### config.mk
export PLATFORM = sky130hd
export DESIGN_NAME = rlc_top
export DESIGN_NICKNAME = d
export VERILOG_FILES = /design/src/core/rlc_pkg.sv /design/src/core/rlc_pin_override.sv /design/src/core/rlc_source_decode.sv /design/src/core/rlc_top.sv
export SDC_FILE = /design/constraint.sdc
export NUM_CORES = 1
export LEC_CHECK = 0
export ABC_CLOCK_PERIOD_IN_PS = 4500
export BUFFER_PORTS_ARGS = -buffer_cell sky130_fd_sc_hd__buf_2
export CORE_AREA = 10 10 100 102
export CTS_CLUSTER_SIZE = 24
export DETAILED_ROUTE_END_ITERATION = 8
export DIE_AREA = 0 0 110 112
export GPL_TIMING_DRIVEN = 0
export REMOVE_ABC_BUFFERS = 1
export SLEW_MARGIN = 5
export SYNTH_ARGS = -nofsm -noshare
export SYNTH_HDL_FRONTEND = slang
export SYNTH_SLANG_ARGS = --single-unit
### constraint.sdc
create_clock -name aclk -period 4.5 [get_ports aclk]
set_clock_uncertainty 0.15 [all_clocks]
set_input_delay 0.675 -clock aclk [delete_from_list [all_inputs] [get_ports aclk]]
set_output_delay 0.675 -clock aclk [all_outputs]
set_load 0.02 [all_outputs]
### src/core/rlc_pkg.sv
// Package of register map, field layout and encodings for the reference ladder control
package rlc_pkg;
   // Register byte addresses on the register bus
   localparam logic [3:0] RLC_ADDR_CONTROL = 4'h0;
   localparam logic [3:0] RLC_ADDR_LEVEL   = 4'h4;
   localparam int         RLC_ADDR_WIDTH   = 4;
   // Field positions in the control register
   localparam int RLC_BIT_ENABLE  = 7;
   localparam int RLC_BIT_PIN_OE  = 5;
   localparam int RLC_BIT_UPPER_HI = 3;
   localparam int RLC_BIT_UPPER_LO = 2;
   localparam int RLC_BIT_LOWER   = 0;
   // Writable masks; other bits read as zero
   localparam logic [7:0] RLC_CONTROL_MASK = 8'hAD;
   localparam logic [7:0] RLC_LEVEL_MASK   = 8'h1F;
   // Reset values
   localparam logic [7:0] RLC_CONTROL_RESET = 8'h00;
   localparam logic [7:0] RLC_LEVEL_RESET   = 8'h00;
   // Level code width
   localparam int RLC_LEVEL_WIDTH = 5;
   // AXI responses
   localparam logic [1:0] RLC_RESP_OKAY   = 2'h0;
   localparam logic [1:0] RLC_RESP_SLVERR = 2'h2;
   // Upper ladder source encodings
   typedef enum logic [1:0] {
      RLC_UPPER_SUPPLY   = 2'b00,
      RLC_UPPER_EXT_REF  = 2'b01,
      RLC_UPPER_FIXED    = 2'b10,
      RLC_UPPER_RESERVED = 2'b11
   } rlc_upper_type;
   // Bus slave write channel state
   typedef enum logic [1:0] {
      RLC_WR_IDLE = 2'b00,
      RLC_WR_RESP = 2'b01
   } rlc_wr_state_type;
endpackage

### src/core/rlc_pin_override.sv
// Pin override logic for the reference output pin
`timescale 1ns/100ps
module rlc_pin_override (
   // Clock and reset
   input  wire logic aclk,
   input  wire logic aresetn,
   // Settings
   input  wire logic pin_output_enable,
   // Port logic requests
   input  wire logic port_out_value,
   input  wire logic port_out_enable,
   input  wire logic port_pull_up,
   input  wire logic port_current_drive,
   input  wire logic pin_in_raw,
   // Pin-facing outputs
   output logic      pin_out,
   output logic      pin_oe,
   output logic      pin_pull_up,
   output logic      pin_current_drive,
   output logic      pin_input_enable,
   output logic      pin_analog_connect,
   output logic      port_read_value
);
   wire logic next_oe;
   wire logic next_read;
   // Ladder on the pin overrides drivers and reads as zero
   assign next_oe   = port_out_enable & ~pin_output_enable;
   assign next_read = pin_in_raw & ~pin_output_enable;

   // Registered pin controls
   always_ff @(posedge aclk) begin
      if (!aresetn) begin
         pin_out            <= 1'b0;
         pin_oe             <= 1'b0;
         pin_pull_up        <= 1'b0;
         pin_current_drive  <= 1'b0;
         pin_input_enable   <= 1'b0;
         pin_analog_connect <= 1'b0;
         port_read_value    <= 1'b0;
      end else begin
         pin_out            <= port_out_value & next_oe;
         pin_oe             <= next_oe;
         pin_pull_up        <= port_pull_up & ~pin_output_enable;
         pin_current_drive  <= port_current_drive & ~pin_output_enable;
         pin_input_enable   <= ~pin_output_enable;
         pin_analog_connect <= pin_output_enable;
         port_read_value    <= next_read;
      end
   end
endmodule

### src/core/rlc_source_decode.sv
// Decoder of ladder source selects into one-hot switch controls
`timescale 1ns/100ps
module rlc_source_decode
   import rlc_pkg::*;
(
   // Settings
   input  wire rlc_pkg::rlc_upper_type upper_source_select,
   input  wire logic                   lower_source_select,
   input  wire logic                   converter_enable,
   // One-hot switch controls
   output logic [2:0]                  upper_switch,
   output logic [1:0]                  lower_switch
);
   // Upper source: supply, external, fixed; reserved code connects nothing
   always_comb begin
      upper_switch = 3'h0;
      if (converter_enable) begin
         case (upper_source_select)
            RLC_UPPER_SUPPLY:  upper_switch = 3'h1;
            RLC_UPPER_EXT_REF: upper_switch = 3'h2;
            RLC_UPPER_FIXED:   upper_switch = 3'h4;
            default:           upper_switch = 3'h0;
         endcase
      end
   end
   // Lower source: ground or external negative reference
   assign lower_switch = converter_enable ? (lower_source_select ? 2'h2 : 2'h1) : 2'h0;
endmodule

### src/core/rlc_top.sv
// Top of the reference ladder control: AXI4-Lite registers and ladder drive
//
// How it works
// - Enable bit seven turns converter on
// - Five-bit level code picks one of 32
// - Pin output enable connects ladder to pin
// - Ladder on pin overrides drivers and pulls
// - Pin reads zero while carrying ladder output
// - Upper source select chooses supply, external, fixed
// - Lower source select chooses ground or external
// - Sleep and wake keep settings intact
// - Reset clears every field to zero
// - Unimplemented bits read zero, writes ignored
//
// Our own choices: the address map and the AXI4-Lite slave port.
`timescale 1ns/100ps
module rlc_top
   import rlc_pkg::*;
(
   // Clock and reset
   input  wire logic                       aclk,
   input  wire logic                       aresetn,
   // AXI4-Lite write address
   input  wire logic                       s_axi_awvalid,
   output logic                            s_axi_awready,
   input  wire logic [RLC_ADDR_WIDTH-1:0]  s_axi_awaddr,
   input  wire logic [2:0]                 s_axi_awprot,
   // AXI4-Lite write data
   input  wire logic                       s_axi_wvalid,
   output logic                            s_axi_wready,
   input  wire logic [31:0]                s_axi_wdata,
   input  wire logic [3:0]                 s_axi_wstrb,
   // AXI4-Lite write response
   output logic                            s_axi_bvalid,
   input  wire logic                       s_axi_bready,
   output logic [1:0]                      s_axi_bresp,
   // AXI4-Lite read address
   input  wire logic                       s_axi_arvalid,
   output logic                            s_axi_arready,
   input  wire logic [RLC_ADDR_WIDTH-1:0]  s_axi_araddr,
   input  wire logic [2:0]                 s_axi_arprot,
   // AXI4-Lite read data
   output logic                            s_axi_rvalid,
   input  wire logic                       s_axi_rready,
   output logic [31:0]                     s_axi_rdata,
   output logic [1:0]                      s_axi_rresp,
   // Ladder and source multiplexers
   output logic                            converter_enable,
   output logic [RLC_LEVEL_WIDTH-1:0]      level_code,
   output logic [2:0]                      upper_switch,
   output logic [1:0]                      lower_switch,
   // Port logic requests for the reference output pin
   input  wire logic                       port_out_value,
   input  wire logic                       port_out_enable,
   input  wire logic                       port_pull_up,
   input  wire logic                       port_current_drive,
   input  wire logic                       pin_in_raw,
   // Reference output pin controls
   output logic                            pin_out,
   output logic                            pin_oe,
   output logic                            pin_pull_up,
   output logic                            pin_current_drive,
   output logic                            pin_input_enable,
   output logic                            pin_analog_connect,
   output logic                            port_read_value
);
   import rlc_pkg::*;

   // Register storage
   logic [7:0]         reference_control;
   logic [7:0]         reference_level;
   // Write channel capture
   rlc_wr_state_type   wr_state;
   logic               aw_held;
   logic               w_held;
   logic [RLC_ADDR_WIDTH-1:0] aw_addr;
   logic [31:0]        w_data;
   logic [3:0]         w_strb;
   logic [2:0]         next_upper;
   logic [1:0]         next_lower;

   // Address decode as a function, used for both channels
   function automatic logic [1:0] rlc_decode(input logic [RLC_ADDR_WIDTH-1:0] addr);
      rlc_decode = 2'h0;
      if (addr == RLC_ADDR_CONTROL) rlc_decode = 2'h1;
      if (addr == RLC_ADDR_LEVEL)   rlc_decode = 2'h2;
   endfunction

   // Write decode wires
   wire logic       aw_take   = s_axi_awvalid & s_axi_awready;
   wire logic       w_take    = s_axi_wvalid & s_axi_wready;
   wire logic       have_aw   = aw_held | aw_take;
   wire logic       have_w    = w_held | w_take;
   wire logic [RLC_ADDR_WIDTH-1:0] wr_addr = aw_held ? aw_addr : s_axi_awaddr;
   wire logic [31:0] wr_data  = w_held ? w_data : s_axi_wdata;
   wire logic       wr_lane0  = w_held ? w_strb[0] : s_axi_wstrb[0];
   wire logic       wr_fire   = (wr_state == RLC_WR_IDLE) & have_aw & have_w;
   wire logic [1:0] wr_sel    = rlc_decode(wr_addr);
   wire logic       wr_ctrl   = wr_fire & wr_sel[0] & wr_lane0;
   wire logic       wr_lvl    = wr_fire & wr_sel[1] & wr_lane0;
   wire logic [1:0] wr_resp   = (wr_sel == 2'h0) ? RLC_RESP_SLVERR : RLC_RESP_OKAY;

   // Write channel: take address and data in either order, answer after both
   always_ff @(posedge aclk) begin
      if (!aresetn) begin
         wr_state      <= RLC_WR_IDLE;
         aw_held       <= 1'b0;
         w_held        <= 1'b0;
         aw_addr       <= '0;
         w_data        <= 32'h0000_0000;
         w_strb        <= 4'h0;
         s_axi_awready <= 1'b0;
         s_axi_wready  <= 1'b0;
         s_axi_bvalid  <= 1'b0;
         s_axi_bresp   <= RLC_RESP_OKAY;
      end else begin
         case (wr_state)
            RLC_WR_IDLE: begin
               if (aw_take) begin
                  aw_held <= 1'b1;
                  aw_addr <= s_axi_awaddr;
               end
               if (w_take) begin
                  w_held <= 1'b1;
                  w_data <= s_axi_wdata;
                  w_strb <= s_axi_wstrb;
               end
               s_axi_awready <= ~have_aw;
               s_axi_wready  <= ~have_w;
               if (wr_fire) begin
                  s_axi_awready <= 1'b0;
                  s_axi_wready  <= 1'b0;
                  s_axi_bvalid  <= 1'b1;
                  s_axi_bresp   <= wr_resp;
                  wr_state      <= RLC_WR_RESP;
               end
            end
            RLC_WR_RESP: begin
               aw_held <= 1'b0;
               w_held  <= 1'b0;
               if (s_axi_bready) begin
                  s_axi_bvalid  <= 1'b0;
                  s_axi_awready <= 1'b1;
                  s_axi_wready  <= 1'b1;
                  wr_state      <= RLC_WR_IDLE;
               end
            end
            default: begin
               wr_state <= RLC_WR_IDLE;
            end
         endcase
      end
   end

   // Settings registers; no sleep input exists, so sleep leaves them untouched
   always_ff @(posedge aclk) begin
      if (!aresetn) begin
         reference_control <= RLC_CONTROL_RESET;
         reference_level   <= RLC_LEVEL_RESET;
      end else begin
         if (wr_ctrl)
            reference_control <= wr_data[7:0] & RLC_CONTROL_MASK;
         if (wr_lvl)
            reference_level <= wr_data[7:0] & RLC_LEVEL_MASK;
      end
   end

   // Read decode wires
   wire logic [1:0]  rd_sel  = rlc_decode(s_axi_araddr);
   wire logic [7:0]  rd_byte = rd_sel[0] ? reference_control : (rd_sel[1] ? reference_level : 8'h00);
   wire logic        rd_take = s_axi_arvalid & s_axi_arready;

   // Read channel: one cycle after address taken, hold until rready
   always_ff @(posedge aclk) begin
      if (!aresetn) begin
         s_axi_arready <= 1'b0;
         s_axi_rvalid  <= 1'b0;
         s_axi_rdata   <= 32'h0000_0000;
         s_axi_rresp   <= RLC_RESP_OKAY;
      end else begin
         if (rd_take) begin
            s_axi_arready <= 1'b0;
            s_axi_rvalid  <= 1'b1;
            s_axi_rdata   <= {24'h00_0000, rd_byte};
            s_axi_rresp   <= (rd_sel == 2'h0) ? RLC_RESP_SLVERR : RLC_RESP_OKAY;
         end else if (s_axi_rvalid & s_axi_rready) begin
            s_axi_rvalid  <= 1'b0;
            s_axi_arready <= 1'b1;
         end else if (!s_axi_rvalid) begin
            s_axi_arready <= 1'b1;
         end
      end
   end

   // Ladder drive follows the fields directly, one register stage
   always_ff @(posedge aclk) begin
      if (!aresetn) begin
         converter_enable <= 1'b0;
         level_code       <= '0;
         upper_switch     <= 3'h0;
         lower_switch     <= 2'h0;
      end else begin
         converter_enable <= reference_control[RLC_BIT_ENABLE];
         level_code       <= reference_level[RLC_LEVEL_WIDTH-1:0];
         upper_switch     <= next_upper;
         lower_switch     <= next_lower;
      end
   end

   // Source multiplexer decode; the reserved code is left unconnected
   rlc_source_decode u_source (
      .upper_source_select (rlc_upper_type'(reference_control[RLC_BIT_UPPER_HI:RLC_BIT_UPPER_LO])),
      .lower_source_select (reference_control[RLC_BIT_LOWER]),
      .converter_enable    (reference_control[RLC_BIT_ENABLE]),
      .upper_switch        (next_upper),
      .lower_switch        (next_lower)
   );

   // Reference output pin override
   rlc_pin_override u_pin (
      .aclk               (aclk),
      .aresetn            (aresetn),
      .pin_output_enable  (reference_control[RLC_BIT_PIN_OE]),
      .port_out_value     (port_out_value),
      .port_out_enable    (port_out_enable),
      .port_pull_up       (port_pull_up),
      .port_current_drive (port_current_drive),
      .pin_in_raw         (pin_in_raw),
      .pin_out            (pin_out),
      .pin_oe             (pin_oe),
      .pin_pull_up        (pin_pull_up),
      .pin_current_drive  (pin_current_drive),
      .pin_input_enable   (pin_input_enable),
      .pin_analog_connect (pin_analog_connect),
      .port_read_value    (port_read_value)
   );
endmodule

# == Yosys cells after proc, flatten, opt, wreduce, memory -nomap -nowiden ==
# Cells that the tools add are included.
# word_totals
regBits,62
input_bits,62
out_inout_bits,59
word_cells,108
# classes
n_eq_ne,10
mux,32
bitwise,21
n_reduce_logical,18
# ops
cell,count
8-bit two-way mux,2
2-bit AND reduction,8
1-bit bitwise AND,15
1-bit two-way mux,14
2-bit two-way mux,7
1-bit case mux with 2 select lines,5
3-bit case mux with 3 select lines,1
4-bit by 3-bit == test with 1-bit output (second input constant),2
2-bit logical NOT,4
4-bit logical NOT,2
2-bit != test (second input constant),4
5-bit two-way mux,1
2-bit by 1-bit == test with 1-bit output (second input constant),2
4-bit two-way mux,1
1-bit NOT,4
2-bit case mux with 2 select lines,1
2-bit nonzero test,2
3-bit AND reduction,1
2-bit == test (second input constant),1
2-bit by 1-bit != test with 1-bit output (second input constant),1
1-bit bitwise OR,2
2-bit OR reduction,1

# == Logic depth before layout (Yosys ltp) ==
# Gate-level depths: netlist of run 1.
# depth
word_depth,6
depth_mapped,5
ltp_nobuf,4

# == Modules after synthesis ==
# Synthesis of run 1 repeated with hierarchy kept, for this count alone.
# hier_totals
hier_cells,217
hier_area_um2,2344.7
# by_module_without_submodules
module,n_inst,cells_each,area_per_inst_um2,seq_area_each_um2
rlc_top,1,198,2103.3,980.9
rlc_pin_override,1,14,198.9,140.1
rlc_source_decode,1,5,42.5,0.0

# == Least setup slack after synthesis of run 1 ==
# No wires, ideal clock.
# synth_path
kind,input -> register
startpoint,in s_axi_awaddr[3]
endpoint,reg reference_level[1]
setup_time_ps,121
arrival_ps,1850
required_time_ps,4229
setup_slack_ps,2379
cell_stages,4
path_buffers,0
path_cell_list,or4_4 > a21oi_4 > nand3b_4 > mux2_4
# synth_between
elab_chain_len,5
# synth_lines
element,line,text
"start, declared",rlc_top.sv:26,"input wire logic [RLC_ADDR_WIDTH-1:0] s_axi_awaddr,"
4-bit two-way mux,rlc_top.sv:94,wire logic [RLC_ADDR_WIDTH-1:0] wr_addr = aw_held ? aw_addr : s_axi_awaddr;
4-bit by 3-bit == test with 1-bit output,rlc_top.sv:86,if (addr == RLC_ADDR_LEVEL) rlc_decode = 2'h2;
2-bit two-way mux,rlc_top.sv:86,
1-bit bitwise AND (2 in a row),rlc_top.sv:100,wire logic wr_lvl = wr_fire & wr_sel[1] & wr_lane0;
"end signal, assigned",rlc_top.sv:164,reference_level <= wr_data[7:0] & RLC_LEVEL_MASK;
"end, declared",rlc_top.sv:71,logic [7:0] reference_level;
# Every way passes these cells.
# A chain may end at the register's enable or synchronous reset.

# == Final worst setup path of run 1 ==
# layout_path
startpoint,in s_axi_awaddr[3]
endpoint,reg reference_control[5]
# layout_between
elab_chain_len,6
elab_cells_between_ends,7
cone_classes,1 x eq/ne; 3 x mux; 2 x bitwise; 1 x reduce/logical
# layout_lines
element,line,text
4-bit two-way mux (*),rlc_top.sv:94,
4-bit logical NOT,rlc_top.sv:85,if (addr == RLC_ADDR_CONTROL) rlc_decode = 2'h1;
1-bit two-way mux,rlc_top.sv:85,
2-bit two-way mux (*),rlc_top.sv:86,
1-bit bitwise AND (*) (2 in a row),rlc_top.sv:99,wire logic wr_ctrl = wr_fire & wr_sel[0] & wr_lane0;
"end signal, assigned",rlc_top.sv:162,reference_control <= wr_data[7:0] & RLC_CONTROL_MASK;
"end, declared",rlc_top.sv:70,logic [7:0] reference_control;
# Every way passes the cells marked *; elsewhere a longest branch is shown, timed or not.

==> Flow_metrics.wiki, run 1 <==
{| class="wikitable"
! Metric !! Value
|-
| Outcome || completed
|-
| Type of the most critical hold path || reg2reg
|-
| Clock tree from TritonCTS || built
|-
| Number of setup violations in the final report || 0
|-
| Placement row count || 33
|-
| Clock slew at reported path FFs || 0.09 ns
|-
| Hold_sp || s_axi_rdata[1]$_SDFFE_PN0P_
|-
| TNS Setup || 0 ns
|-
| Leakage power || 1.40 nW
|-
| Number of max-cap violations || 0
|-
| Dominant cells by area after synthesis || dfxtp_1 (47%), mux2i_1 (12%), buf_4 (8.5%)
|-
| Critical Setup Path Class || in2reg
|-
| Final core area utilization || 34.3%
|-
| Worst reg2reg setup slack || 2.62 ns
|-
| Area share of the largest cell type after synthesis || 47.2%
|-
| Proportion of synthesized chip area in sequential cells || 47.2%
|-
| Power Density || 358 mW/mm^2
|-
| Number of different library cells in the post-synthesis netlist || 36
|-
| Routability congestion estimate || 0.726
|-
| Fillers || 871
|-
| Worst R2R Start || aw_held$_SDFFE_PN0P_
|-
| Largest net degree at the start of global routing || 48
|-
| RSZ-0062 raised after global routing || no
|-
| Layout Area Growth over Synthesis || 16.4%
|-
| Number of port buffers || 59
|-
| Max IR drop VDD || 0.178 mV
|-
| HPWL Detailed || 3.86 mm
|-
| Via/cell ratio || 4.03
|-
| Synthesis warning total || 0
|-
| Die area || 0.0123 sq mm
|-
| Upper clock frequency limit || 512 MHz
|-
| Root buffer cell || clkbuf_8
|-
| Fraction of final layout cells sized beyond drive strength 1 || 29.9%
|-
| Resized cells post-CTS || 0
|-
| Total DRC errors in the routed layout || 0
|-
| Register area || 0.00112 sq mm
|-
| Startpoint type of the worst setup path || primary input
|-
| Overflow left after global routing || 0
|-
| DRT Wirelength || 4.93 mm
|-
| WP data arrival || 2.01 ns
|-
| Nature of the critical path endpoint || register
|-
| Height of the chip || 112 um
|-
| Max transition margin || 51.6%
|-
| Maximum fanout along the worst path || 5
|-
| Initial antenna violation count || 1
|-
| Antenna-violating nets left || 0
|-
| Width of the die || 110 um
|-
| Share of the clock period used by the worst path after layout || 43.4%
|-
| Multi-input gate area || 0.00108 sq mm
|-
| Global-route usage over all layers || 7.74%
|-
| Effective utilization at floorplan || 29.5%
|-
| Vias in the first global route || 1571
|-
| Number of nets in the final layout || 345
|-
| Endpoint with the worst hold slack || s_axi_rdata[1]$_SDFFE_PN0P_
|-
| Later-pin clock latency in the skew report || 0.31 ns
|-
| Worst hold path cell count || 2
|-
| Reg-to-reg endpoint || reference_control[5]$_SDFFE_PN0P_
|-
| Hold-fix buffer count after cts || 0
|-
| Hold Violations, Final || 0
|-
| Vias || 1569
|-
| Transition time at the pin with the least slew margin || 0.726 ns
|-
| Pins over their slew limit || 0
|-
| Post-CTS setup buffer count || 0
|-
| Cell count after synthesis || 228
|-
| Area inside the core boundary || 0.00805 sq mm
|-
| Detailed Routing Iterations Pass 1 || 4
|-
| Maximum clock insertion buffer count || 2
|-
| Critical Path RT || 4.55 ns
|-
| Post-synthesis sequential element count || 56
|-
| Mean post-synth cell area || 10.4 sq um
|-
| Number of antenna cells inserted || 0
|-
| Min Tclk post-route || 1.95 ns
|-
| Worst r2r path cells || 4
|-
| Initial detailed-routing violation count || 49
|-
| Sinks on Clock Net || 56
|-
| IO Count || 121
|-
| Average wire per cell in the routed design || 12.7 um
|-
| CTS H-Tree Depth || 2
|-
| Area of the mapped netlist || 0.00237 sq mm
|-
| Wire length of the first global-routing pass || 7.65 mm
|-
| TritonCTS buffer count || 5
|-
| Largest area contributor in the netlist || dfxtp_1
|}
[cells by family after synthesis]
family | after synthesis | share of synthesized area (%)
AO/OA/AOI/OAI | 15 | 4.95
buffers and inverters | 42 | 11.6
multiplexers | 35 | 15.6
flip-flops | 56 | 47.2
other | 1 | 0.158
AND/OR/NAND/NOR | 79 | 20.5
[cell type report]
cell class	count	area share [%]
tap	105	4.75
timing repair buffer	59	10.7
clock inverter	2	1.40
multi-input combinational	156	38.9
clock buffer	6	2.99
sequential	56	40.6
inverter	5	0.679
[cell usage in the layout (no fill, tap or decap), drive strengths merged]
| cell type | instances |
|---|---|
| a21boi | 5 |
| a21oi | 6 |
| and2 | 11 |
| and2b | 2 |
| and3 | 2 |
| buf | 59 |
| bufinv | 1 |
| clkbuf | 6 |
| clkinv | 1 |
| conb | 27 |
| dfxtp | 56 |
| inv | 5 |
| mux2 | 7 |
| mux2i | 28 |
| nand2 | 19 |
| nand2b | 3 |
| nand3 | 3 |
| nand3b | 3 |
| nand4 | 2 |
| nor2 | 5 |
| nor2b | 17 |
| nor3 | 6 |
| nor3b | 3 |
| o211a | 3 |
| o21ai | 1 |
| or3 | 1 |
| or4 | 1 |
| or4b | 1 |
[state kept, by name, summed over array words and instances, names as in the netlist, 2 cells and up]
register,cells
s_axi_rdata,7
lower_switch,2
reference_level,5
level_code,5
w_data,7
aw_addr,4
upper_switch,3
reference_control,5
[critical path, stage by stage]
cell     delay, ns
buf_2         0.10
or4_4         0.55
a21oi_4       0.20
nand3_4       0.14
mux2_4        0.33
[worst max path at each step]
stage,slack [ns],to,depth (start not counted),from
after global routing,2.53,s_axi_bvalid,1,s_axi_bvalid$_SDFFE_PN0P_
after CTS,2.55,reference_control[5]$_SDFFE_PN0P_,5,s_axi_awaddr[3]
after detailed placement,2.21,reference_control[5]$_SDFFE_PN0P_,5,s_axi_awaddr[3]
final,2.55,reference_control[5]$_SDFFE_PN0P_,5,s_axi_awaddr[3]
after global placement,2.22,reference_control[5]$_SDFFE_PN0P_,5,s_axi_awaddr[3]
after floorplan,2.38,reference_level[1]$_SDFFE_PN0P_,4,s_axi_awaddr[3]
[through the flow]
stage | hold WS, ns | power [W] | cell area [sq um] | std cells | setup WS (ns)
after detailed placement | 0.292 | 0.000658 | 2640 | 381 | 2.21
after global placement | 0.288 | 0.000656 | 2640 | 381 | 2.22
after floorplan | 0.271 | 0.000619 | 2220 | 217 | 2.38
after global routing | 0.329 | 0.00104 | 2760 | 389 | 2.53
after CTS | 0.305 | 0.00100 | 2760 | 389 | 2.55
final | 0.303 | 0.000990 | 2760 | 389 | 2.55
[synthesized netlist by cell type, drive strengths merged]
| master | instances |
|---|---|
| mux2 | 7 |
| o211a | 3 |
| mux2i | 28 |
| clkbuf | 7 |
| conb | 1 |
| or4 | 1 |
| o21ai | 1 |
| a21boi | 5 |
| and2 | 11 |
| nand2b | 3 |
| nand3 | 3 |
| nor3b | 3 |
| buf | 30 |
| a21oi | 6 |
| nor2b | 17 |
| nor2 | 5 |
| nand4 | 2 |
| or3 | 1 |
| nand2 | 19 |
| or4b | 1 |
| nand3b | 3 |
| dfxtp | 56 |
| inv | 5 |
| and3 | 2 |
| and2b | 2 |
| nor3 | 6 |
[power breakdown]
group | internal, W | switching, W
Combinational | 0.0000475 | 0.0000738
Sequential | 0.000512 | 0.0000127
Clock | 0.000182 | 0.000162
[routing by layer]
metal | GRT usage (%) | up-vias | part of all wire [%]
met2 | 11.7 | 55 | 44
met5 | 0 | - | 0
met3 | 3.69 | 10 | 12
met1 | 9.10 | 694 | 42
met4 | 3.13 | 0 | 1.5
li1 | - | 810 | -
No activity file was read; power rests on OpenSTA's default activity.
==> run 2: changes to the inputs <==
--- a/config.mk
+++ b/config.mk
@@ -5,7 +5,7 @@
 export SDC_FILE = /design/constraint.sdc
 export NUM_CORES = 1
 export LEC_CHECK = 0
-export ABC_CLOCK_PERIOD_IN_PS = 4500
+export ABC_CLOCK_PERIOD_IN_PS = 1700
 export BUFFER_PORTS_ARGS = -buffer_cell sky130_fd_sc_hd__buf_2
 export CORE_AREA = 10 10 100 102
 export CTS_CLUSTER_SIZE = 24
==> constraint.sdc (replaced) <==
create_clock -name aclk -period 1.7 [get_ports aclk]
set_clock_uncertainty 0.15 [all_clocks]
set_input_delay 0.255 -clock aclk [delete_from_list [all_inputs] [get_ports aclk]]
set_output_delay 0.255 -clock aclk [all_outputs]
set_load 0.02 [all_outputs]
==> run 2 against run 1 <==
The flow now finishes with violations (negative setup slack). Setup slack got worse by 2.6 ns. Core utilization rose by 0.95 points. First-iteration DRC count grew 12%. Critical endpoint is now reference_level[1]$_SDFFE_PN0P_. Largest cell class unchanged. Highest routed layer unchanged.
==> Flow_metrics.wiki, run 2 (synthesis gave the netlist of run 1 again) <==
{| class="wikitable"
! Metric !! Value
|-
| Hold Violations, Final || 0
|-
| Total DRC errors in the routed layout || 0
|-
| Fraction of final layout cells sized beyond drive strength 1 || 31.7%
|-
| Layout Area Growth over Synthesis || 19.6%
|-
| Sinks on Clock Net || 56
|-
| Fillers || 868
|-
| Crit path buffers/inverters || 0
|-
| Upper clock frequency limit || 572 MHz
|-
| Area inside the core boundary || 0.00805 sq mm
|-
| IO Count || 121
|-
| Largest stage delay on the critical path || 0.55 ns
|-
| Comb power frac || 12.8%
|-
| Violations in the final reports || negative setup slack
|-
| Sw Ratio || 24.9%
|-
| Share of power burned in registers || 52.8%
|-
| Non-Filler Instances || 395
|-
| Leading cell type in the layout, fill and taps excluded || buf_2
|-
| Outcome || finished, violations left
|-
| Register area || 0.00113 sq mm
|-
| Net switching component of the power || 0.000656 W
|-
| Vias || 1583
|-
| Number of max-cap violations || 0
|-
| Clock slew at reported path FFs || 0.10 ns
|-
| Cell-by-cell listing of the critical path || or4b_4 -> a21oi_4 -> nand3b_4 -> mux2_4
|-
| DRT Wirelength || 5.00 mm
|-
| Root buffer cell || clkbuf_8
|-
| Routability congestion estimate || 0.726
|-
| Nature of the critical path endpoint || register
|-
| HPWL Detailed || 3.86 mm
|-
| Cell-internal power || 0.00198 W
|-
| Pins over their slew limit || 0
|-
| Average wire per cell in the routed design || 12.7 um
|-
| Critical Path RT || 1.76 ns
|-
| Max transition margin || 50.8%
|-
| Overflow left after global routing || 0
|-
| Initial antenna violation count || 1
|-
| CTS H-Tree Depth || 2
|-
| Wire length of the first global-routing pass || 7.76 mm
|-
| Power Density || 927 mW/mm^2
|-
| Die area || 0.0123 sq mm
|-
| Maximum clock insertion buffer count || 2
|-
| RSZ-0062 raised after global routing || yes
|-
| Multi-input gate area || 0.00108 sq mm
|-
| Number of antenna cells inserted || 0
|-
| Startpoint type of the worst setup path || register
|-
| Number of nets in the final layout || 351
|-
| Maximum fanout along the worst path || 3
|-
| Type of the most critical hold path || in2reg
|-
| Count of placed standard cells including taps || 381
|-
| Antenna-violating nets left || 0
|-
| Number of setup violations in the final report || 7
|-
| Final worst setup slack || -0.0473 ns
|-
| Initial detailed-routing violation count || 55
|-
| Number of port buffers || 59
|-
| Leading registers by flop count || s_axi_rdata (7), w_data (7)
|-
| Largest net degree at the start of global routing || 48
|-
| Vias in the first global route || 1585
|-
| Global-route usage over all layers || 7.84%
|-
| Standard cell with the maximum stage delay on the critical path || or4b_4
|-
| Effective utilization at floorplan || 29.5%
|-
| Clock tree from TritonCTS || built
|-
| Detailed Routing Iterations Pass 1 || 4
|-
| WP data arrival || 1.81 ns
|-
| Final-layout worst hold slack || 0.0144 ns
|-
| Share of the clock period used by the worst path after layout || 103%
|-
| TritonCTS buffer count || 5
|-
| Transition time at the pin with the least slew margin || 0.738 ns
|-
| Clock share of power || 34.5%
|-
| Width of the die || 110 um
|-
| Later-pin clock latency in the skew report || 0.31 ns
|-
| Height of the chip || 112 um
|-
| Critical Setup Path Class || reg2reg
|-
| Commonest cells after routing, fill and taps aside || buf_2 (59), dfxtp_1 (52), mux2i_1 (28)
|-
| Critical path's top delay family || simple AND/OR/NAND/NOR gates
|-
| Min Tclk post-route || 1.75 ns
|-
| Placement row count || 33
|-
| Max IR drop VDD || 0.472 mV
|-
| Via/cell ratio || 4.01
|-
| Leakage power || 1.43 nW
|}
-- run 2: metrics by stage --
stage	utilization, %	setup TNS [ns]	setup slack [ns]	power (W)	instance area (sq um)
2_1_floorplan	-	-0.265	-0.0885	0.00164	2220
3_3_place_gp	32.8	-0.519	-0.172	0.00174	2640
3_5_place_dp	32.8	-0.632	-0.182	0.00174	2640
4_1_cts	35.0	-0.275	-0.0565	0.00266	2820
5_1_grt	35.3	-0.615	-0.0811	0.00277	2840
6_report	35.3	-0.218	-0.0473	0.00263	2840
-- run 2: layout make-up --
cell class | instances | share of cell area [%]
clock buffer | 6 | 2.91
clock inverter | 2 | 1.37
inverter | 5 | 0.661
multi-input combinational | 156 | 37.9
sequential | 56 | 39.7
tap | 105 | 4.63
timing repair buffer | 65 | 12.8
-- run 2: metal layers --
| metal | track usage [%] | share of wire, % | up-vias |
|---|---|---|---|
| met2 | 11.9 | 45 | 55 |
| met5 | 0 | 0 | - |
| met4 | 3.13 | 1.1 | 0 |
| met3 | 3.69 | 12 | 4 |
| li1 | - | - | 821 |
| met1 | 9.30 | 42 | 703 |
-- run 2: path summary, 6_finish.rpt --
check                               endpoint  slack, ns  cells past startpoint                         from
max          reference_level[1]$_SDFFE_PN0P_      -0.05                      4      aw_addr[1]$_SDFFE_PN0P_
min                  u_pin.pin_oe$_SDFF_PN0_       0.01                      2              port_out_enable
max reg2reg  reference_level[1]$_SDFFE_PN0P_      -0.05                      4      aw_addr[1]$_SDFFE_PN0P_
min reg2reg      s_axi_rdata[1]$_SDFFE_PN0P_       0.30                      2  s_axi_rdata[1]$_SDFFE_PN0P_
-- run 2: power groups by stage --
| stage | registers, W | logic [W] | clock network (W) |
|---|---|---|---|
| 2_1_floorplan | 0.00144 | 0.000198 | 0 |
| 3_3_place_gp | 0.00142 | 0.000318 | 0 |
| 3_5_place_dp | 0.00142 | 0.000322 | 0 |
| 4_1_cts | 0.00139 | 0.000329 | 0.000944 |
| 5_1_grt | 0.00140 | 0.000369 | 0.00101 |
| 6_report | 0.00139 | 0.000336 | 0.000907 |
-- run 2: what timing repair did --
item | 4_1_cts | 5_1_grt
endpoints found under the hold margin | 3 | 0
buffers inserted | 2 | 1
pin swaps | 3 | 0
endpoints found under the setup margin | 10 | 12
hold buffers | 3 | 0
gates resized for setup | 5 | 1
